--- src/verilog/rsc_pkg.sv ---
/*
  Constants, register map and carrier types of the reset state controller.
  Assumes a single 50 MHz master clock; slow clock arrives as a plain input.
  // Functional notes
  // - Priority highest first: power-up, brownout, watchdog, software, user pin reset.
  // - No watchdog reset entered while a user reset is active.
  // - No software reset starts while a user reset is active.
  // - In software reset a watchdog fault pre-empts; a low pin is ignored.
  // - In watchdog reset no software command and no user reset is accepted.
  // - Status bit 17 is busy during a software reset, clears when it ends.
  // - Status bit 16 shows the pin level, resampled every master clock edge.
  // - Status bit 0 sets on a pin falling edge, stays until status is read.
  // - Interrupt when pin edge flag, user irq enable set and user reset disabled.
  // - Brownout with brownout reset disabled sets bit 1; irq if enable bit 16.
  // - Status read clears pin edge and brownout flags and their interrupt.
  // - Keyed command write: bit 0 cpu, bit 2 peripherals, bit 3 pin reset.
  // - Command and mode writes need key 0xa5 in bits 31:24, else ignored.
  // - Cause field 10:8: power-up 000, watchdog 010, software 011, user 100, brownout 101.
  // - Reading status leaves the cause field unchanged.
  // - Mode bit 0 decides whether a low pin triggers a user reset.
  // - Pin pulse lasts 2^(length+1) slow cycles, length in mode bits 11:8.
  // - Software reset lasts 3 slow cycles; asserts at once, releases on slow clock.
  // - Command writes are ignored while the busy bit is set.
  // - Cause updates on cpu reset release; software only if cpu bit was set.
  // - A pin falling edge from our own drive starts no user reset.
*/
package rsc_pkg;

  localparam logic [7:0] OFS_COMMAND = 8'h00;
  localparam logic [7:0] OFS_STATUS = 8'h04;
  localparam logic [7:0] OFS_MODE = 8'h08;

  localparam logic [7:0] WRITE_KEY = 8'ha5;
  localparam int KEY_LSB = 24;

  localparam int CMD_CPU_BIT = 0;
  localparam int CMD_PERIPH_BIT = 2;
  localparam int CMD_PIN_BIT = 3;

  localparam int ST_PIN_EDGE_BIT = 0;
  localparam int ST_BROWNOUT_BIT = 1;
  localparam int ST_CAUSE_LSB = 8;
  localparam int ST_PIN_LEVEL_BIT = 16;
  localparam int ST_BUSY_BIT = 17;

  localparam int MD_USER_EN_BIT = 0;
  localparam int MD_USER_IRQ_BIT = 4;
  localparam int MD_LEN_LSB = 8;
  localparam int MD_BROWNOUT_IRQ_BIT = 16;

  localparam logic [2:0] CAUSE_POWERUP = 3'h0;
  localparam logic [2:0] CAUSE_WATCHDOG = 3'h2;
  localparam logic [2:0] CAUSE_SOFTWARE = 3'h3;
  localparam logic [2:0] CAUSE_USER = 3'h4;
  localparam logic [2:0] CAUSE_BROWNOUT = 3'h5;

  localparam logic [3:0] SHORT_TICKS = 4'h3;
  localparam int STARTUP_TICKS_DEFAULT = 3;
  localparam int PULSE_CNT_W = 17;
  localparam logic [31:0] STATUS_RESET = 32'h0000_0000;

  typedef struct packed {
    logic brownout_irq_enable;
    logic [3:0] ext_pulse_length;
    logic user_reset_irq_enable;
    logic user_reset_enable;
  } rsc_mode_t;

  localparam rsc_mode_t MODE_RESET = '0;

  typedef struct packed {
    logic cpu;
    logic periph;
    logic pin;
  } rsc_cmd_t;

  typedef struct packed {
    logic cpu;
    logic periph;
  } rsc_lines_t;

  typedef enum logic [2:0] {
    RSC_POWERUP, RSC_RUN, RSC_BROWNOUT, RSC_WATCHDOG, RSC_SOFTWARE, RSC_USER
  } rsc_state_t;

endpackage

--- src/verilog/rsc_sync.sv ---
/*
  Two flip-flop level synchronizer, one bit per lane.
  Assumes inputs are quasi-static levels; pulses shorter than one clock may be lost.
*/
`timescale 1ns/10ps
module rsc_sync #(
  parameter int WIDTH = 1
) (
  // Clock and reset
  input wire logic clk,
  input wire logic reset,
  // Levels
  input wire logic [WIDTH-1:0] async_in,
  output logic [WIDTH-1:0] sync_out
);
  logic [WIDTH-1:0] meta;

  always_ff @(posedge clk or posedge reset) begin
    if (reset) begin
      meta <= '0;
      sync_out <= '0;
    end else begin
      meta <= async_in;
      sync_out <= meta;
    end
  end
endmodule

--- src/verilog/rsc_top.sv ---
/*
  Reset state controller: source arbitration, reset lines, pin pulse shaping,
  cause reporting and status flags behind a simple strobe register port.
  Assumes slow_clock is far slower than clk, the pin is open drain with a pull-up,
  and watchdog_fault comes from logic on clk.
*/
`timescale 1ns/10ps
module rsc_top import rsc_pkg::*; #(
  parameter int STARTUP_TICKS = STARTUP_TICKS_DEFAULT
) (
  // Clock and power-up reset
  input wire logic clk,
  input wire logic reset,
  // Register port
  input wire logic [7:0] addr,
  input wire logic [31:0] wdata,
  input wire logic wr,
  input wire logic rd,
  output logic [31:0] rdata,
  // Reset sources
  input wire logic slow_clock,
  input wire logic brownout_in,
  input wire logic brownout_reset_enable,
  input wire logic watchdog_fault,
  // External reset pin, open drain
  input wire logic pin_in,
  output logic pin_out,
  output logic pin_oe,
  // Reset lines and interrupt
  output logic cpu_reset,
  output logic periph_reset,
  output logic irq
);

  // Synchronised inputs
  logic [3:0] sync_q;
  logic slow_s;
  logic brown_s;
  logic bod_en_s;
  logic pin_s;

  rsc_sync #(.WIDTH(4)) u_sync (
    .clk(clk),
    .reset(reset),
    .async_in({slow_clock, brownout_in, brownout_reset_enable, ~pin_in}),
    .sync_out(sync_q)
  );

  assign slow_s = sync_q[3];
  assign brown_s = sync_q[2];
  assign bod_en_s = sync_q[1];
  // Pin lane runs inverted so its cleared reset value means idle high, no false edge
  assign pin_s = ~sync_q[0];

  // State and registers
  rsc_state_t state;
  rsc_state_t next_state;
  rsc_mode_t mode;
  rsc_cmd_t sw_cmd;
  rsc_lines_t next_lines;
  logic [3:0] tick_cnt;
  logic [PULSE_CNT_W-1:0] pulse_cnt;
  logic slow_d;
  logic slow_tick;
  logic pin_level;
  logic brown_d;
  logic pin_edge_flag;
  logic brownout_flag;
  logic [2:0] reset_cause;
  logic self_mask;
  logic hold;
  logic done;
  logic key_ok;
  logic cmd_write;
  logic cmd_any;
  logic sw_go;
  logic user_go;
  logic bod_hit;
  logic pulse_start;
  logic status_read;
  logic sw_cmd_busy;

  // Which lines a state asserts; software depends on the captured command
  function automatic rsc_lines_t lines_of(input rsc_state_t st, input rsc_cmd_t cmd);
    rsc_lines_t l;
    l = '0;
    case (st)
      RSC_POWERUP, RSC_BROWNOUT, RSC_WATCHDOG, RSC_USER: begin
        l.cpu = 1'b1;
        l.periph = 1'b1;
      end
      RSC_SOFTWARE: begin
        l.cpu = cmd.cpu;
        l.periph = cmd.periph;
      end
      default: l = '0;
    endcase
    return l;
  endfunction

  assign slow_tick = slow_s & ~slow_d;
  assign key_ok = (wdata[31:KEY_LSB] == WRITE_KEY);
  assign sw_cmd_busy = (state == RSC_SOFTWARE);
  assign cmd_any = wdata[CMD_CPU_BIT] | wdata[CMD_PERIPH_BIT] | wdata[CMD_PIN_BIT];
  assign cmd_write = wr & (addr == OFS_COMMAND) & key_ok & ~sw_cmd_busy;
  assign sw_go = cmd_write & cmd_any;
  // Own pin drive and its trailing low are masked from the user reset
  assign user_go = ~pin_level & mode.user_reset_enable & ~self_mask;
  assign bod_hit = brown_s & bod_en_s;
  assign status_read = rd & (addr == OFS_STATUS);

  // Brownout and user states wait for their source to go away first
  always_comb begin
    hold = 1'b0;
    if (state == RSC_BROWNOUT) begin
      hold = brown_s;
    end else if (state == RSC_USER) begin
      hold = ~pin_level;
    end
  end

  always_comb begin
    done = 1'b0;
    if (state == RSC_POWERUP) begin
      done = slow_tick & (32'(tick_cnt) == STARTUP_TICKS - 1);
    end else begin
      done = slow_tick & ~hold & (tick_cnt == SHORT_TICKS - 4'h1);
    end
  end

  always_comb begin
    next_state = state;
    if (bod_hit && state != RSC_POWERUP && state != RSC_BROWNOUT) begin
      next_state = RSC_BROWNOUT;
    end else begin
      case (state)
        RSC_POWERUP: begin
          if (done) begin
            next_state = RSC_RUN;
          end
        end
        RSC_RUN: begin
          if (watchdog_fault) begin
            next_state = RSC_WATCHDOG;
          end else if (sw_go) begin
            next_state = RSC_SOFTWARE;
          end else if (user_go) begin
            next_state = RSC_USER;
          end
        end
        RSC_SOFTWARE: begin
          // Pin level is not looked at here
          if (watchdog_fault) begin
            next_state = RSC_WATCHDOG;
          end else if (done) begin
            next_state = RSC_RUN;
          end
        end
        RSC_WATCHDOG: begin
          // No command or user entry accepted while here
          if (done) begin
            next_state = RSC_RUN;
          end
        end
        RSC_USER: begin
          // Watchdog and commands cannot reach this state
          if (done) begin
            next_state = RSC_RUN;
          end
        end
        RSC_BROWNOUT: begin
          if (done) begin
            next_state = RSC_RUN;
          end
        end
        default: next_state = RSC_POWERUP;
      endcase
    end
  end

  assign pulse_start = (next_state != state) &&
    (next_state == RSC_BROWNOUT || next_state == RSC_WATCHDOG ||
     (next_state == RSC_SOFTWARE && wdata[CMD_PIN_BIT]));

  always_comb begin
    next_lines = lines_of(next_state, sw_cmd);
    if (next_state == RSC_SOFTWARE && state != RSC_SOFTWARE) begin
      next_lines = lines_of(next_state, rsc_cmd_t'{cpu: wdata[CMD_CPU_BIT], periph: wdata[CMD_PERIPH_BIT], pin: 1'b0});
    end
  end

  // Slow clock edge detection
  always_ff @(posedge clk or posedge reset) begin
    if (reset) begin
      slow_d <= 1'b0;
    end else begin
      slow_d <= slow_s;
    end
  end

  always_ff @(posedge clk or posedge reset) begin
    if (reset) begin
      state <= RSC_POWERUP;
    end else begin
      state <= next_state;
    end
  end

  always_ff @(posedge clk or posedge reset) begin
    if (reset) begin
      tick_cnt <= '0;
    end else if (next_state != state || hold) begin
      tick_cnt <= '0;
    end else if (slow_tick) begin
      tick_cnt <= tick_cnt + 4'h1;
    end
  end

  // Command captured on entry into software reset
  always_ff @(posedge clk or posedge reset) begin
    if (reset) begin
      sw_cmd <= '0;
    end else if (next_state == RSC_SOFTWARE && state != RSC_SOFTWARE) begin
      sw_cmd <= '{cpu: wdata[CMD_CPU_BIT], periph: wdata[CMD_PERIPH_BIT], pin: wdata[CMD_PIN_BIT]};
    end
  end

  // Lines assert in the write cycle's next edge, release only on a slow tick
  always_ff @(posedge clk or posedge reset) begin
    if (reset) begin
      cpu_reset <= 1'b1;
      periph_reset <= 1'b1;
    end else begin
      cpu_reset <= next_lines.cpu;
      periph_reset <= next_lines.periph;
    end
  end

  // Cause recorded when the cpu reset drops
  always_ff @(posedge clk or posedge reset) begin
    if (reset) begin
      reset_cause <= CAUSE_POWERUP;
    end else if (cpu_reset && !next_lines.cpu) begin
      case (state)
        RSC_POWERUP: reset_cause <= CAUSE_POWERUP;
        RSC_BROWNOUT: reset_cause <= CAUSE_BROWNOUT;
        RSC_WATCHDOG: reset_cause <= CAUSE_WATCHDOG;
        RSC_SOFTWARE: reset_cause <= CAUSE_SOFTWARE;
        RSC_USER: reset_cause <= CAUSE_USER;
        default: reset_cause <= reset_cause;
      endcase
    end
  end

  // Pin pulse counts slow ticks, so its start may be short by one tick
  always_ff @(posedge clk or posedge reset) begin
    if (reset) begin
      pulse_cnt <= '0;
    end else if (pulse_start) begin
      pulse_cnt <= PULSE_CNT_W'(1) << ({1'b0, mode.ext_pulse_length} + 5'h1);
    end else if (slow_tick && pulse_cnt != '0) begin
      pulse_cnt <= pulse_cnt - PULSE_CNT_W'(1);
    end
  end

  always_ff @(posedge clk or posedge reset) begin
    if (reset) begin
      pin_out <= 1'b0;
      pin_oe <= 1'b0;
    end else begin
      pin_out <= 1'b0;
      pin_oe <= pulse_start | (pulse_cnt > PULSE_CNT_W'(1)) | (pulse_cnt == PULSE_CNT_W'(1) && !slow_tick);
    end
  end

  always_ff @(posedge clk or posedge reset) begin
    if (reset) begin
      self_mask <= 1'b0;
    end else if (pulse_start) begin
      self_mask <= 1'b1;
    end else if (!pin_oe && pulse_cnt == '0 && pin_level) begin
      self_mask <= 1'b0;
    end
  end

  // Pin level and brownout edge history
  always_ff @(posedge clk or posedge reset) begin
    if (reset) begin
      pin_level <= 1'b1;
      brown_d <= 1'b0;
    end else begin
      pin_level <= pin_s;
      brown_d <= brown_s;
    end
  end

  // Set wins over the clear of a status read
  always_ff @(posedge clk or posedge reset) begin
    if (reset) begin
      pin_edge_flag <= 1'b0;
    end else if (pin_level && !pin_s) begin
      pin_edge_flag <= 1'b1;
    end else if (status_read) begin
      pin_edge_flag <= 1'b0;
    end
  end

  always_ff @(posedge clk or posedge reset) begin
    if (reset) begin
      brownout_flag <= 1'b0;
    end else if (brown_s && !brown_d && !bod_en_s) begin
      brownout_flag <= 1'b1;
    end else if (status_read) begin
      brownout_flag <= 1'b0;
    end
  end

  always_ff @(posedge clk or posedge reset) begin
    if (reset) begin
      irq <= 1'b0;
    end else begin
      irq <= (pin_edge_flag & mode.user_reset_irq_enable & ~mode.user_reset_enable) |
             (brownout_flag & mode.brownout_irq_enable);
    end
  end

  // Mode register, keyed write
  always_ff @(posedge clk or posedge reset) begin
    if (reset) begin
      mode <= MODE_RESET;
    end else if (wr && addr == OFS_MODE && key_ok) begin
      mode.user_reset_enable <= wdata[MD_USER_EN_BIT];
      mode.user_reset_irq_enable <= wdata[MD_USER_IRQ_BIT];
      mode.ext_pulse_length <= wdata[MD_LEN_LSB +: 4];
      mode.brownout_irq_enable <= wdata[MD_BROWNOUT_IRQ_BIT];
    end
  end

  // Read data stands only in the cycle after the strobe
  always_ff @(posedge clk or posedge reset) begin
    if (reset) begin
      rdata <= STATUS_RESET;
    end else begin
      rdata <= '0;
      if (rd && addr == OFS_STATUS) begin
        rdata[ST_PIN_EDGE_BIT] <= pin_edge_flag;
        rdata[ST_BROWNOUT_BIT] <= brownout_flag;
        rdata[ST_CAUSE_LSB +: 3] <= reset_cause;
        rdata[ST_PIN_LEVEL_BIT] <= pin_level;
        rdata[ST_BUSY_BIT] <= sw_cmd_busy;
      end else if (rd && addr == OFS_MODE) begin
        rdata[MD_USER_EN_BIT] <= mode.user_reset_enable;
        rdata[MD_USER_IRQ_BIT] <= mode.user_reset_irq_enable;
        rdata[MD_LEN_LSB +: 4] <= mode.ext_pulse_length;
        rdata[MD_BROWNOUT_IRQ_BIT] <= mode.brownout_irq_enable;
      end
    end
  end

endmodule

--- config.mk ---
export PLATFORM = sky130hd
export DESIGN_NAME = rsc_top
export DESIGN_NICKNAME = d
export VERILOG_FILES = /design/src/verilog/rsc_pkg.sv /design/src/verilog/rsc_sync.sv /design/src/verilog/rsc_top.sv
export SDC_FILE = /design/constraint.sdc
export NUM_CORES = 1
export LEC_CHECK = 0
export BUFFER_PORTS_ARGS = -buffer_cell sky130_fd_sc_hd__buf_2
export CORE_UTILIZATION = 45
export DETAILED_ROUTE_END_ITERATION = 12
export GPL_TIMING_DRIVEN = 1
export PLACE_DENSITY_LB_ADDON = 0.2
export SYNTH_ARGS = -nofsm -noshare
export SYNTH_HDL_FRONTEND = slang
export SYNTH_HIERARCHICAL = 1
export SYNTH_SLANG_ARGS = --single-unit
--- constraint.sdc ---
create_clock -name clk -period 3.3 [get_ports clk]
set_clock_uncertainty 0.05 [all_clocks]
set_input_delay 0.165 -clock clk [delete_from_list [all_inputs] [get_ports clk]]
set_output_delay 0.165 -clock clk [all_outputs]
set_load 0.02 [all_outputs]
== After elaboration in Yosys (flattened, before gate mapping) ==
Cells that the tools add are included.

* Input bits: 49
* Output and inout bits: 37
* Logic and storage cells: 147
* Flip-flop bits (word level): 63

* Muxes and demuxes: 34
* Order comparisons: 1
* Bitwise gates (word level): 28
* Shift operators: 1
* $add $sub $neg: 3
* Reduce and logical (&&, ||, !) cells: 40
* Equal/unequal tests: 17

{| class="wikitable"
|+ Operators by type and width
! kind !! count
|-
| 17-bit 2-to-1 mux || 2
|-
| 3-bit 2-to-1 mux || 7
|-
| 17-bit by 1-bit equality test with 1-bit output, second input constant || 1
|-
| 17-bit by 1-bit > comparator with 1-bit output, second input constant || 1
|-
| 1-bit logical AND || 17
|-
| 17-bit zero test || 1
|-
| 1-bit 2-to-1 mux || 17
|-
| 17-bit nonzero test || 1
|-
| 1-bit by 5-bit << shifter with 17-bit output, first input constant || 1
|-
| 17-bit by 1-bit subtractor with 17-bit output, second input constant || 1
|-
| 1-bit AND || 15
|-
| 3-bit case mux with 5 select lines || 1
|-
| 3-bit by 2-bit equality test with 1-bit output, second input constant || 4
|-
| 3-bit equality test, second input constant || 4
|-
| 4-bit 2-to-1 mux || 3
|-
| 2-bit nonzero test || 5
|-
| 3-bit case mux with 3 select lines || 1
|-
| 8-bit by 3-bit equality test with 1-bit output, second input constant || 1
|-
| 8-bit by 4-bit equality test with 1-bit output, second input constant || 1
|-
| 8-bit equality test, second input constant || 1
|-
| 8-bit zero test || 1
|-
| 1-bit inverter || 8
|-
| 2-bit case mux with 2 select lines || 2
|-
| 4-bit OR reduction || 2
|-
| 15 further kinds || 26
|}

== Depth between registers and ports, before layout ==
* Word-level depth: 18
* Gate-level depth with buffers: 10
* Mapped depth without buffers: 8

== Hierarchy ==
Netlist, hierarchy kept.

{| class="wikitable"
|+ By module, submodules not included
! module !! cells each !! times used !! seq. area each (µm²) !! area each (µm²)
|-
| rsc_top || 339 || 1 || 1,380.1 || 3,414.5
|-
| rsc_sync || 9 || 1 || 200.2 || 203.9
|}

== Least setup slack after synthesis ==
Ideal clock, no wire load.

* Kind: register to register
* From: register tick_cnt[0]
* To: register pulse_cnt[2]
* Required time: 3.122 ns
* Clock period less this slack: 2.533 ns
* Arrival: 2.355 ns
* Stages on the path, launching flop included: 10
* Slack: 0.767 ns
* Buffers on the path: 1
* Library setup time: 0.128 ns
* Cells stage by stage: dfrtp_1 inv_1 ha_1 or3b_2 nor4_4 o22ai_1 a31o_2 a32oi_2 buf_6 mux2_1

* Word-level cells in the longest chain between the ends: 12
* Elaborated cells on any way between the ends: 18
* Those cells by class: 5 x eq/ne; 6 x mux; 2 x bitwise; 5 x reduce/logical

{| class="wikitable"
|+ RTL lines
! item !! line !! RTL
|-
| start, declared || rsc_top.sv:61 || <nowiki>logic [3:0] tick_cnt;</nowiki>
|-
| start signal, assigned || rsc_top.sv:215 || <nowiki>tick_cnt <= tick_cnt + 4'h1;</nowiki>
|-
| 4-bit by 2-bit equality test with 1-bit output (*) || rsc_top.sv:125, rsc_top.sv:127 ||
|-
| 1-bit AND, on equally long branches || rsc_top.sv:127, rsc_top.sv:125 ||
|-
| 1-bit 2-to-1 mux (*) || rsc_top.sv:124 || <nowiki>if (state == RSC_POWERUP) begin</nowiki>
|-
| 3-bit 2-to-1 mux (*) || - ||
|-
| 3-bit 2-to-1 mux || rsc_top.sv:153 || <nowiki>if (watchdog_fault) begin</nowiki>
|-
| 3-bit case mux with 3 select lines (*) || rsc_top.sv:136 || <nowiki>case (state)</nowiki>
|-
| 3-bit 2-to-1 mux (*) || rsc_top.sv:133 || <nowiki>if (bod_hit && state != RSC_POWERUP && state != RSC_BROWNOUT) begin</nowiki>
|-
| 3-bit by 2-bit equality test with 1-bit output / 3-bit equality test (equally long branches) || rsc_top.sv:182, rsc_top.sv:183 ||
|-
| 1-bit logical OR / 1-bit logical AND (equally long branches) || rsc_top.sv:182, rsc_top.sv:183 ||
|-
| 1-bit logical OR || rsc_top.sv:182 || <nowiki>(next_state == RSC_BROWNOUT || next_state == RSC_WATCHDOG ||</nowiki>
|-
| 1-bit logical AND (*) || rsc_top.sv:181 || <nowiki>assign pulse_start = (next_state != state) &&</nowiki>
|-
| 17-bit 2-to-1 mux / 2-bit nonzero test (equally long branches) || - ||
|-
| end signal, assigned || rsc_top.sv:260 || <nowiki>pulse_cnt <= PULSE_CNT_W'(1) << ({1'b0, mode.ext_pulse_length} + 5'h1);</nowiki>
|-
| end signal, assigned || rsc_top.sv:262 || <nowiki>pulse_cnt <= pulse_cnt - PULSE_CNT_W'(1);</nowiki>
|-
| end, declared || rsc_top.sv:62 || <nowiki>logic [PULSE_CNT_W-1:0] pulse_cnt;</nowiki>
|}

Mark *: on every way between the ends. The rest lies on a longest branch, timed or not.
A chain may end at the register's enable or synchronous reset.

== Worst setup path in the final report ==
* From: register tick_cnt[0]
* To: register pulse_cnt[3]

The elaborated chain is that of the path after synthesis.

==> results.md <==
* Hold Fails Final Rpt at 0
* Synth area leaders: dfrtp_1 41%, mux2i_1 5.5%, buf_4 5.0%, mux2_2 3.7%, nand2_1 2.7%
* Reg2reg path depth at 9
* R2R Setup Slk at 0.48 ns
* Die area at 0.00840 mm2
* Total track usage at 0.194
* Comb pwr share at 0.397
* Via count at 2,664
* Hold-fix buffer count after cts at 7
* CTS tree: done
* Fin crit share at 0.854
* Diode count at 0
* Die Width at 91.7 um
* Drt pass-1 iters at 4
* PwrDens at 667 mW/mm2
* Maxcap violations at 0
* Initial DRC count at 109
* Core area at 0.00777 mm2
* Worst setup EP type: flop
* Max Slew Vio Count at 0
* Initial antenna violation count at 0
* Inserted Clock Buffers at 9
* Worst Max-Slew Pin Slew at 0.936 ns
* Hpwl dp at 5.39 mm
* Vias in the first global route at 2,670
* Req. time, crit path at 3.50 ns
* Crit Path Class: reg2reg
* Largest net degree at the start of global routing at 44
* Final setup violation count at 0
* Status: completed
* Setup_tns at 0 ns
* Final min period at 2.82 ns
* Fmax at 355 MHz
* Yosys warns at 6
* Sw frac at 0.402
* Clock share of power at 0.224
* Num Clock Sinks at 63
* Crit start category: flop
* Post-synth EDFFs at 0
* FFs w/ async S/R, synth at 1.00
* Pint at 1.63 mW
* Drt drc at 0
* Max IR drop VDD at 0.310 mV
* Share of post-route cells with drive strength above 1 at 0.254
* Worst-path maximum fanout at 9
* I/O pins at 86
* Pwr Total at 2.73 mW
* Final Routed Wirelength at 7.53 mm
* Worst-Skew Late Latency at 0.34 ns
* Post-synthesis sequential area ratio at 0.437
* Synth Instances at 348
* Worst r2r src: tick_cnt[0]$_DFFE_PP0P_
* Row count at 32
* WHS Endpoint: mode[1]$_DFFE_PP0P_
* Routed Antenna Nets at 0
* Final worst slack at 0.481 ns
* Sw power at 1.10 mW
* Starting Density at 0.466
* WL/cell at 14.8 um
* Area fraction of the dominant cell type after synthesis at 0.415
* Reg power frac at 0.379
* Clock transition at path regs at 0.08 ns
* Die H at 91.7 um
* Post_cts resized at 0
* Depth of the CTS H-tree at 3
* Synth Register Bits at 63
* Global-route wire length before repair at 12.8 mm
* Syn avg cell area at 10.4 um2
* Main flop type after synthesis: dfrtp_1
* Reg-to-Reg End: pulse_cnt[3]$_DFFE_PP0P_
* Placer's final routability congestion estimate at 0.896
* Worst min path class: in2reg
* Worst slew margin at 0.375
* DP Worst Slack at 0.493 ns
* Largest area contributor in the netlist: dfrtp_1
* Mapped cell area at 0.00362 mm2
* Hold Startpoint: wdata[4]
* Yosys cell types at 68
* DR vias/cell at 5.24
* Post-CTS Setup Bufs at 0
* CTS Buffer Depth at 2
* Area grow syn2layout at 13.0%
* Crit path DAT at 3.02 ns
* Final nets at 455
* Static Leak at 1.91 nW
* Worst hold stages at 2
* # port buffers at 46
* RSZ-0062 raised after global routing: false
* Grt ovf at 0
* Root Driver: clkbuf_8
## stage by stage
| stage | cells | instance area [um2] | hold slack [ns] | utilization |
|---|---|---|---|---|
| final | 508 | 4090 | 0.0166 | 0.527 |
| after global routing | 508 | 4090 | 0.0106 | 0.527 |
| after CTS | 508 | 4090 | 0.00388 | 0.527 |
| after detailed placement | 485 | 3840 | 0.106 | 0.494 |
| after global placement | 485 | 3840 | 0.0918 | 0.494 |
| after floorplan | 371 | 3700 | -0.0693 | - |
## per-layer routing
metal | routed length [um] | track usage
met1 | 3490 | 0.260
met2 | 3620 | 0.313
met3 | 305 | 0.0348
met4 | 114 | 0.0741
met5 | 0 | 0
## critical path: stages (launching register included)
cell and delay (ns):
dfrtp_1 0.43, inv_1 0.07, ha_1 0.15, or3b_2 0.55, nor4_4 0.31, o22ai_1 0.12, a31o_2 0.25, a32oi_2 0.34
buf_4 0.26, mux2i_1 0.21
## synth_stat cells (all sizes together), types with 7 or more instances
master and n:
dfrtp 60, buf 30, nand2 26, nor2 23, mux2i 20, nor3 14, mux2 13, nand3 11
clkbuf 10, inv 10, xnor2 10, nor2b 9, o21ai 9, a22o 7, or4 7
## cell type report
type | instances | area, um2
fill | 707 | 3680
multi-input combinational | 258 | 1820
sequential | 63 | 1580
timing repair buffer | 59 | 345
tap | 102 | 128
clock buffer | 9 | 124
clock inverter | 7 | 56.3
inverter | 10 | 37.5
## worst max path at each step
stage | start | slack (ns) | end
after floorplan | tick_cnt[0]$_DFFE_PP0P_ | 0.77 | pulse_cnt[2]$_DFFE_PP0P_
after global placement | tick_cnt[0]$_DFFE_PP0P_ | 0.54 | pulse_cnt[8]$_DFFE_PP0P_
after detailed placement | tick_cnt[0]$_DFFE_PP0P_ | 0.49 | pulse_cnt[3]$_DFFE_PP0P_
after CTS | tick_cnt[0]$_DFFE_PP0P_ | 0.47 | pulse_cnt[3]$_DFFE_PP0P_
after global routing | tick_cnt[0]$_DFFE_PP0P_ | 0.33 | pulse_cnt[3]$_DFFE_PP0P_
final | tick_cnt[0]$_DFFE_PP0P_ | 0.48 | pulse_cnt[3]$_DFFE_PP0P_
## power groups by stage
stage	registers (mW)	clock network [mW]	logic, mW
global route	1.06	0.654	1.20
finish	1.04	0.611	1.08
global placement	1.04	0	1.06
detailed placement	1.05	0	1.07
floorplan	1.00	0	0.939
CTS	1.03	0.627	1.08
## placed cells by master (no fill, tap or decap), types with 3 or more instances in the layout
cell / netlist / layout
buf_2: 3 / 46
o21ai_0: 8 / 8
o31ai_1: 3 / 3
xnor2_1: 10 / 10
ha_1: 5 / 5
or2_2: 3 / 3
nor3_1: 14 / 14
a21o_1: 4 / 4
and3_1: 3 / 3
nor2b_1: 9 / 9
xor2_1: 5 / 5
nand2b_1: 4 / 4
nand2_1: 26 / 26
buf_4: 24 / 6
inv_1: 10 / 9
conb_1: 1 / 24
nor2_1: 23 / 23
clkbuf_8: 0 / 9
a21oi_1: 5 / 5
mux2_2: 12 / 12
or4_1: 6 / 6
o211a_1: 3 / 3
or3_1: 3 / 3
inv_6: 0 / 3
and2_1: 4 / 4
dlygate4sd3_1: 0 / 7
dfrtp_1: 60 / 60
dfstp_2: 3 / 3
mux2i_1: 20 / 20
a22o_1: 7 / 7
nand3_1: 11 / 11
## registers in the layout, indices dropped and copies added, names as in the netlist
name	count
periph_reset	1
pulse_cnt	17
pin_oe	1
sw_cmd	2
tick_cnt	4
pin_level	1
irq	1
slow_d	1
brown_d	1
reset_cause	3
mode	7
pin_edge_flag	1
rdata	9
state	3
u_sync/meta	4
self_mask	1
brownout_flag	1
u_sync/sync_out	4
cpu_reset	1
## cell families (layout without fill, tap and decap cells)
family          Yosys count  count (layout)  share of synthesized area
fa+ha+maj                 5               5                     0.0173
xor+xnor                 15              15                     0.0363
mux                      33              33                     0.0958
other cells               1              24                    0.00104
flops                    63              63                      0.437
compound gates           51              51                      0.113
simple gates            130             130                      0.215
buf+inv                  50              85                     0.0844
(Power assumes the default switching activity.)
